**src/ebra_regs.svh**
```systemverilog
`ifndef EBRA_REGS_SVH
`define EBRA_REGS_SVH

// grant follows the end of the last internal cycle by 1.5 states
`define EBRA_GRANT_DELAY_HALF_STATES 3
// least time, so the half state rounds up to whole clock cycles
`define EBRA_GRANT_DELAY_CYC ((`EBRA_GRANT_DELAY_HALF_STATES + 1) / 2)
// release latency margin beyond the longest unbreakable period, 4.5 states
`define EBRA_LATENCY_MARGIN_HALF_STATES 9
`define EBRA_LATENCY_MARGIN_CYC ((`EBRA_LATENCY_MARGIN_HALF_STATES + 1) / 2)
// width of the grant delay counter
`define EBRA_CNT_W 2
// reset level of the active-low grant pin: not granted
`define EBRA_GRANT_N_RST 1'b1

`endif

```
**src/ebra_pkg.sv**
```systemverilog
package ebra_pkg;

  // release sequencer states, one-hot
  typedef enum logic [3:0] {
    EBRA_OWN = 4'h1,
    EBRA_DELAY = 4'h2,
    EBRA_RELEASED = 4'h4,
    EBRA_RECLAIM = 4'h8
  } ebra_state_type;

  // owner of the next internal bus cycle, one-hot
  typedef enum logic [2:0] {
    EBRA_OWNER_CPU = 3'h1,
    EBRA_OWNER_DMA = 3'h2,
    EBRA_OWNER_REFRESH = 3'h4
  } ebra_owner_type;

endpackage : ebra_pkg

```
**src/ebra_arb_if.sv**
```systemverilog
`timescale 1ns/1ps

interface ebra_arb_if;
  logic refresh_req;
  logic dma_req;
  logic cpu_req;
  ebra_pkg::ebra_owner_type pick;

  modport arb
  (
    output refresh_req,
    output dma_req,
    output cpu_req,
    input pick
  );

  modport prio
  (
    input refresh_req,
    input dma_req,
    input cpu_req,
    output pick
  );
endinterface : ebra_arb_if

```
**src/ebra_arbiter.sv**
```systemverilog
// What this block does
// - sample request one state before cycle end
// - late request: run next cycle, then release
// - release after cycle holding the request
// - never release inside one logical bus cycle
// - atomic test-and-set read and write stay together
// - refresh and following cycle are one period
// - grant asserted 1.5 states after last cycle; code rounds up to 2 clock cycles
// - latency: longest locked period plus 4.5 states
// - priority: outside, refresh, dma, then cpu
// - refresh while released negates grant, waits request drop
// - refresh during dma burst halts the burst
`timescale 1ns/1ps
`include "ebra_regs.svh"

module ebra_arbiter
(
  // clock, reset, enable
  input wire logic sys_clk_i,
  input wire logic sys_rst_i,
  input wire logic ce_i,
  // outside master pins
  input wire logic bus_request_in_n_i,
  output logic bus_grant_n_o,
  // internal requesters
  input wire logic refresh_req_i,
  input wire logic dma_req_i,
  input wire logic dma_burst_i,
  input wire logic cpu_req_i,
  // bus cycle sequencer
  input wire logic cyc_pre_end_i,
  input wire logic cyc_end_i,
  input wire logic cyc_lock_i,
  // ownership
  output logic bus_released_o,
  output logic owner_cpu_o,
  output logic owner_dma_o,
  output logic owner_refresh_o,
  output logic dma_halt_o
);

  localparam logic [`EBRA_CNT_W-1:0] GRANT_LOAD = `EBRA_CNT_W'(`EBRA_GRANT_DELAY_CYC - 1);

  ebra_arb_if arb_if ();

  ebra_prio u_prio
  (
    .arb_if(arb_if.prio)
  );

  assign arb_if.refresh_req = refresh_req_i;
  assign arb_if.dma_req = dma_req_i;
  assign arb_if.cpu_req = cpu_req_i;

  ebra_pkg::ebra_state_type state;
  ebra_pkg::ebra_state_type next_state;
  ebra_pkg::ebra_owner_type owner;
  ebra_pkg::ebra_owner_type next_owner;
  logic req_meta;
  logic req_sync;
  logic rel_armed;
  logic [`EBRA_CNT_W-1:0] grant_cnt;

  // pin crosses in from the outside master: two flops, meta read only by req_sync
  always_ff @(posedge sys_clk_i)
  begin
    if (sys_rst_i)
    begin
      req_meta <= 1'b0;
      req_sync <= 1'b0;
    end
    else if (ce_i)
    begin
      req_meta <= ~bus_request_in_n_i;
      req_sync <= req_meta;
    end
  end

  wire logic st_own = (state == ebra_pkg::EBRA_OWN);
  wire logic st_delay = (state == ebra_pkg::EBRA_DELAY);
  wire logic st_released = (state == ebra_pkg::EBRA_RELEASED);
  wire logic st_reclaim = (state == ebra_pkg::EBRA_RECLAIM);
  wire logic owner_is_refresh = (owner == ebra_pkg::EBRA_OWNER_REFRESH);
  wire logic to_own = (next_state == ebra_pkg::EBRA_OWN);
  wire logic owner_load = (st_own && cyc_end_i) || (!st_own && to_own);
  // outputs follow the owner picked at this edge, not the one it replaces
  assign next_owner = owner_load ? arb_if.pick : owner;
  // a refresh cycle always chains into the cycle after it
  wire logic cycle_locked = cyc_lock_i | owner_is_refresh;
  // release only at an unlocked boundary after a request sampled in this cycle
  wire logic release_go = st_own & cyc_end_i & rel_armed & ~cycle_locked;
  wire logic grant_done = st_delay & (grant_cnt == '0);
  wire logic next_grant_n = ~(next_state == ebra_pkg::EBRA_RELEASED);

  // request only counts at the sample point; a late one waits for the next cycle's
  always_ff @(posedge sys_clk_i)
  begin
    if (sys_rst_i)
      rel_armed <= 1'b0;
    else if (ce_i && cyc_pre_end_i && st_own)
      rel_armed <= req_sync;
    else if (ce_i && cyc_end_i)
      rel_armed <= 1'b0;
  end

  always_comb
  begin
    next_state = state;
    case (state)
      ebra_pkg::EBRA_OWN:
        if (release_go)
          next_state = ebra_pkg::EBRA_DELAY;
      ebra_pkg::EBRA_DELAY:
        if (grant_done)
          next_state = ebra_pkg::EBRA_RELEASED;
      ebra_pkg::EBRA_RELEASED:
        if (!req_sync)
          next_state = ebra_pkg::EBRA_OWN;
        else if (refresh_req_i)
          next_state = ebra_pkg::EBRA_RECLAIM;
      ebra_pkg::EBRA_RECLAIM:
        // bus stays out until the outside master lets go
        if (!req_sync)
          next_state = ebra_pkg::EBRA_OWN;
      default:
        next_state = ebra_pkg::EBRA_OWN;
    endcase
  end

  always_ff @(posedge sys_clk_i)
  begin
    if (sys_rst_i)
      state <= ebra_pkg::EBRA_OWN;
    else if (ce_i)
      state <= next_state;
  end

  always_ff @(posedge sys_clk_i)
  begin
    if (sys_rst_i)
      grant_cnt <= '0;
    else if (ce_i && release_go)
      grant_cnt <= GRANT_LOAD;
    else if (ce_i && st_delay && grant_cnt != '0)
      grant_cnt <= grant_cnt - `EBRA_CNT_W'(1);
  end

  // owner of the next internal cycle is chosen at each boundary and whenever the bus comes back to EBRA_OWN
  always_ff @(posedge sys_clk_i)
  begin
    if (sys_rst_i)
      owner <= ebra_pkg::EBRA_OWNER_CPU;
    else if (ce_i)
      owner <= next_owner;
  end

  // outputs straight from flops
  always_ff @(posedge sys_clk_i)
  begin
    if (sys_rst_i)
    begin
      bus_grant_n_o <= `EBRA_GRANT_N_RST;
      bus_released_o <= 1'b0;
      owner_cpu_o <= 1'b0;
      owner_dma_o <= 1'b0;
      owner_refresh_o <= 1'b0;
      dma_halt_o <= 1'b0;
    end
    else if (ce_i)
    begin
      bus_grant_n_o <= next_grant_n;
      // pins stay released through reclaim: the outside master may still run a cycle
      bus_released_o <= (next_state == ebra_pkg::EBRA_RELEASED)
        || (next_state == ebra_pkg::EBRA_RECLAIM);
      owner_cpu_o <= to_own && (next_owner == ebra_pkg::EBRA_OWNER_CPU);
      owner_dma_o <= to_own && (next_owner == ebra_pkg::EBRA_OWNER_DMA);
      owner_refresh_o <= to_own && (next_owner == ebra_pkg::EBRA_OWNER_REFRESH);
      dma_halt_o <= refresh_req_i & dma_burst_i;
    end
  end
endmodule : ebra_arbiter

```
**src/ebra_prio.sv**
```systemverilog
`timescale 1ns/1ps

module ebra_prio
(
  ebra_arb_if.prio arb_if
);

  // the outside master is handled by the release sequencer; inside: refresh > dma > cpu
  function automatic ebra_pkg::ebra_owner_type ebra_pick
  (
    input logic refresh_req,
    input logic dma_req
  );
    if (refresh_req)
      return ebra_pkg::EBRA_OWNER_REFRESH;
    else if (dma_req)
      return ebra_pkg::EBRA_OWNER_DMA;
    else
      return ebra_pkg::EBRA_OWNER_CPU;
  endfunction : ebra_pick

  // cpu is the default owner, so cpu_req needs no term of its own
  assign arb_if.pick = ebra_pick(arb_if.refresh_req, arb_if.dma_req);

endmodule : ebra_prio

```
**config.mk**
```make
export PLATFORM = sky130hd
export DESIGN_NAME = ebra_arbiter
export DESIGN_NICKNAME = d
export VERILOG_FILES = /design/src/ebra_pkg.sv /design/src/ebra_arb_if.sv /design/src/ebra_arbiter.sv /design/src/ebra_prio.sv
export VERILOG_INCLUDE_DIRS = /design/src
export SDC_FILE = /design/constraint.sdc
export NUM_CORES = 1
export LEC_CHECK = 0
export ABC_AREA = 1
export BUFFER_PORTS_ARGS = -buffer_cell sky130_fd_sc_hd__buf_2
export CORE_UTILIZATION = 58
export DETAILED_ROUTE_END_ITERATION = 12
export GPL_TIMING_DRIVEN = 1
export HOLD_SLACK_MARGIN = 0.03
export PLACE_DENSITY = 0.85
export SLEW_MARGIN = 20
export SYNTH_ARGS = -nofsm -noshare
export SYNTH_HDL_FRONTEND = slang
export SYNTH_HIERARCHICAL = 1
export SYNTH_SLANG_ARGS = --single-unit
```
**constraint.sdc**
```tcl
create_clock -name sys_clk_i -period 2.8 [get_ports sys_clk_i]
set_input_delay 0.56 -clock sys_clk_i [delete_from_list [all_inputs] [get_ports sys_clk_i]]
set_output_delay 0.56 -clock sys_clk_i [all_outputs]
set_load 0.01 [all_outputs]
```
* Word-level counts from Yosys, hierarchy flattened *
Cells that the tools add are included.

word-level totals
  register bits after elaboration = 18
  input port bits = 11
  output and inout bits = 6
  word-level logic and storage cells = 66

cells by class
  $add $sub $neg = 1
  eq/ne operators = 11
  mux-type cells = 13
  bitwise gates (word level) = 9
  reductions and logical operators = 19

operators with widths
  cell                                                                 number
  4-bit 2-to-1 mux                                                     5
  4-bit one-hot mux with 4 select lines                                1
  1-bit logical AND                                                    11
  4-bit by 1-bit == test with 1-bit output (second input constant)     2
  4-bit by 3-bit == test with 1-bit output (second input constant)     2
  4-bit == test (second input constant)                                2
  3-bit == test (second input constant)                                2
  3-bit 2-to-1 mux                                                     2
  2-bit nonzero test                                                   3
  1-bit bitwise AND                                                    5
  4-bit by 2-bit == test with 1-bit output (second input constant)     1
  1-bit 2-to-1 mux                                                     4
  3-bit by 1-bit == test with 1-bit output (second input constant)     1
  3-bit by 2-bit == test with 1-bit output (second input constant)     1
  1-bit NOT                                                            3
  2-bit logical NOT                                                    1
  1-bit logical OR                                                     2
  2-bit 2-to-1 mux                                                     1
  2-bit OR reduction                                                   1
  2-bit by 1-bit subtractor with 2-bit output (second input constant)  1
  1-bit logical NOT                                                    1
  1-bit OR                                                             1

* Logic depth before layout (Yosys ltp) *
  depth after elaboration = 12
  mapped depth = 12
  depth with buffers taken out = 12

* By module *
Netlist, hierarchy kept.

modules (own cells, without submodules)
  module        times used  cells each  area an instance (um^2)  sequential area each (um^2)
  ebra_arbiter  1           147         1009.7                   360.3
  ebra_prio     1           4           21.3                     0.0

* Worst setup path before layout *
No wires, ideal clock.

  kind = input to register
  from = in sys_rst_i
  to = reg state[1]
  library setup time = 0.116 ns
  arrival = 1.295 ns
  data required time = 2.684 ns
  setup slack = 1.389 ns
  cell stages on the path = 4
  path buffers = 1
  cell sequence = clkbuf_1 -> clkinv_1 -> o211ai_1 -> inv_1

RTL lines
  item                    line                 text
  start: declaration      ebra_arbiter.sv:20   input wire logic sys_rst_i,
  end signal: assignment  ebra_arbiter.sv:133  state <= ebra_pkg::EBRA_OWN;
  end signal: assignment  ebra_arbiter.sv:135  state <= next_state;
  end: declaration        ebra_arbiter.sv:55   ebra_pkg::ebra_state_type state;

No word-level cell between the ends.

* Worst setup path after layout *
  from = reg state[2]
  to = reg owner_refresh_o

on the way
  word-level cells in the longest chain between the ends = 12
  elaborated cells between the ends (all ways) = 22
  classes of those cells = 6 x eq/ne; 7 x mux; 4 x bitwise; 5 x reduce/logical

RTL lines
  item                                      line                                     text
  4-bit by 1-bit == test with 1-bit output  ebra_arbiter.sv:79, ebra_arbiter.sv:109
  1-bit bitwise AND (3 in series)           ebra_arbiter.sv:91                       wire logic release_go = st_own & cyc_end_i & rel_armed & ~cycle_locked;
  4-bit 2-to-1 mux                          ebra_arbiter.sv:111                      if (release_go)
  4-bit one-hot mux with 4 select lines     ebra_arbiter.sv:109                      case (state)
  4-bit by 1-bit == test with 1-bit output  ebra_arbiter.sv:84                       wire logic to_own = (next_state == ebra_pkg::EBRA_OWN);
  1-bit logical AND                         ebra_arbiter.sv:85                       wire logic owner_load = (st_own && cyc_end_i) || (!st_own && to_own);
  1-bit logical OR                          ebra_arbiter.sv:85
  3-bit 2-to-1 mux                          ebra_arbiter.sv:87                       assign next_owner = owner_load ? arb_if.pick : owner;
  3-bit == test                             ebra_arbiter.sv:177                      owner_refresh_o <= to_own && (next_owner == ebra_pkg::EBRA_OWNER_REFRESH);
  1-bit logical AND (*)                     ebra_arbiter.sv:177
  end signal: assignment                    ebra_arbiter.sv:177
  end: declaration                          ebra_arbiter.sv:38                       output logic owner_refresh_o,

Mark *: on every way between the ends. The rest lies on a longest branch, timed or not.
A chain may end at the register's enable or synchronous reset.

==> results.md <==
* CTS H-Tree Depth at 1
* EDFF count, synth at 0
* Kind of critical path: flip-flop to flip-flop
* Register share of total power at 0.504
* CP Max Fanout at 7
* Worst-case vdd ir drop at 0.347 mV
* Filler Cell Count at 131
* I/O Buffers at 15
* Final ANT Viol Nets at 0
* Drt drc at 0
* # diodes at 0
* Critical Path Start Type: flip-flop
* Worst Path Buf+Inv at 1
* Post-layout nets at 178
* Crit path DAT at 1750 ps
* Commonest non-fill, non-tap cell in the layout: nand2_1
* Post-CTS Setup Bufs at 0
* Setup TNS at 0 ps
* Non-Filler Instances at 181
* Syn avg cell area at 6.83 um^2
* Max clock buf depth at 2
* Critical-path cell list: inv_2, nand2_2, nor2_2, nor2_2, nand2_4, nand3_4, nand2_1, nand3_1, nor2_1, nand2_1, a21oi_2
* Placed instance area at 1100 um^2
* Hold-fix buffers, CTS at 0
* Register area share after synthesis at 0.350
* GR Overflow Total at 0
* Total CTS buffers at 3
* Clock root cell: clkbuf_4
* Top_reg_cell synth: dfxtp_1
* Yosys warns at 6
* Final Cell Area at 1140 um^2
* Routability congestion estimate at 0.804
* Final Power at 556 uW
* Tcrit/Tclk final at 0.540
* Clock power share at 0.289
* First DRT Iteration DRCs at 39
* Post-synthesis async set-or-reset flop share at 0
* Crit path max-delay cell type: dfxtp_1
* Yosys reg bits at 18
* Core Util, Final at 0.721
* Post-Route WL at 2190 um
* Hold Slack at 434 ps
* Slew Viols, Final at 0
* Area share of the largest cell type after synthesis at 0.350
* Core Area at 1580 um^2
* Leakage at 0.566 nW
* Largest net degree at the start of global routing at 18
* Worst hold path type: input port to flip-flop
* Avg WL per Cell at 12.1 um
* Clk_lat worst skew at 300 ps
* Hold Crit Endpoint: req_meta
* Yosys top cell by area: dfxtp_1
* Post-Synthesis Cell Area at 1030 um^2
* Share of layout cells above drive strength 1 at 0.255
* # resized after CTS at 0
* Hold path depth at 2
* Logic pwr share at 0.207
* CTS tree: yes
* Worst relative slew slack at 0.713
* Most frequent cells in the layout: 34 x nand2_1, 22 x inv_1, 18 x dfxtp_1, 15 x buf_2, 11 x nor2_1
* Flop2flop setup slack at 1290 ps
* Vias in the first global route at 815
* Netlist cell types at 24
* Syn_nets at 163
* Max Clk Rate at 662 MHz
* Hold_sp: bus_request_in_n_i
* Dpl cells at 177
* Worst-Margin Slew at 427 ps
* Reg2Reg Depth at 11
* Pint at 391 uW
* Dpl ws at 1030 ps
* DRT Pass-1 Iters at 6
* First-pass GRT wire length at 3550 um
* Pwr dens at 490 nW/um^2
* Clk sink count at 18
* Crit end category: flip-flop
* Antenna violations before repair at 0
* Std-Cell Rows at 14
* Top Registers: state (4), owner (3), grant_cnt (2)
* Vias per cell at 5.45
* IO Pins at 17
* Initial Util at 0.654
* RSZ-0062 raised after global routing: no
* Reg2reg end: owner_refresh_o
* CP delay by family, top: simple AND/OR/NAND/NOR gates
* Maxcap violations at 0
* DR vias at 987
* Hold Vio Cnt, Final at 0
* DIE HEIGHT at 44.2 um
* Post-Route Skew at 10.3 ps
* Die X at 44.2 um
* Clock transition at the registers of the reported paths at 110 ps
* GRT Total Usage at 0.247
* Area contributors post-synth: dfxtp_1 35%, nand2_1 12%, inv_1 8.0%
* Final min period at 1510 ps
* Largest register FFs at 4
* Worst path max stage delay at 360 ps
* Status: finished, final reports clean
* Count of final setup violators at 0
* Cells after synthesis at 151
* Post-DP HPWL at 1660 um
* FF-to-FF Start: state[2]
* Most flop-heavy register: state
* Data required, critical path at 3040 ps
* DIE AREA at 1950 um^2
* Area Overhead vs Synth at 10.2%
* Sw frac at 0.297
* Net Sw Power at 165 uW
* Setup ws final at 1290 ps
## synthesized netlist by cell type, types with 2 or more instances
master,instances
buf_4,2
nand2_2,3
nor2_2,9
a21oi_1,10
inv_2,3
clkbuf_1,3
nor2_1,11
inv_1,22
o21ai_0,6
nand2_1,34
a21oi_2,3
nand2_4,2
nor3_1,3
dfxtp_1,18
nand4_1,6
o211ai_1,4
nand3_1,5
## worst max path at each step
| stage | startpoint | endpoint | slack (ps) | depth (start not counted) |
|---|---|---|---|---|
| finish | state[2] | owner_refresh_o | 1290 | 11 |
| global route | state[2] | grant_cnt[0] | 1070 | 10 |
| CTS | state[2] | owner_refresh_o | 1270 | 11 |
| detailed placement | ce_i | grant_cnt[0] | 1030 | 5 |
| global placement | ce_i | grant_cnt[1] | 1080 | 4 |
| floorplan | sys_rst_i | state[1] | 1390 | 4 |
## metal layers
| metal | wire (um) | up-vias | track usage |
|---|---|---|---|
| li1 | - | 513 | - |
| met1 | 1050 | 438 | 0.350 |
| met2 | 996 | 29 | 0.371 |
| met3 | 102 | 7 | 0.0408 |
| met4 | 42 | 0 | 0.103 |
| met5 | 0 | - | 0 |
## power groups by stage
stage	clock, mW	combinational, mW	sequential, mW
finish	0.161	0.115	0.281
global route	0.174	0.128	0.282
CTS	0.161	0.115	0.280
detailed placement	0	0.114	0.286
global placement	0	0.110	0.286
floorplan	0	0.0841	0.288
## final cells by class
cell class,count,area [um^2],share of cell area
Clock buffer,4,36.3,0.0319
Inverter,26,97.6,0.0859
Multi-Input combinational cell,102,547,0.481
Sequential cell,18,360,0.317
Tap cell,16,20.0,0.0176
Timing Repair Buffer,15,75.1,0.0661
## logic make-up after synthesis
kind of cell,Yosys count,synth area share
and+or+nand+nor,76,0.368
buffers and inverters,31,0.120
AOI/OAI and AO/OA,25,0.150
DFF,18,0.350
adders and majority gates,1,0.0121
Power figures use the tool's default switching activity.
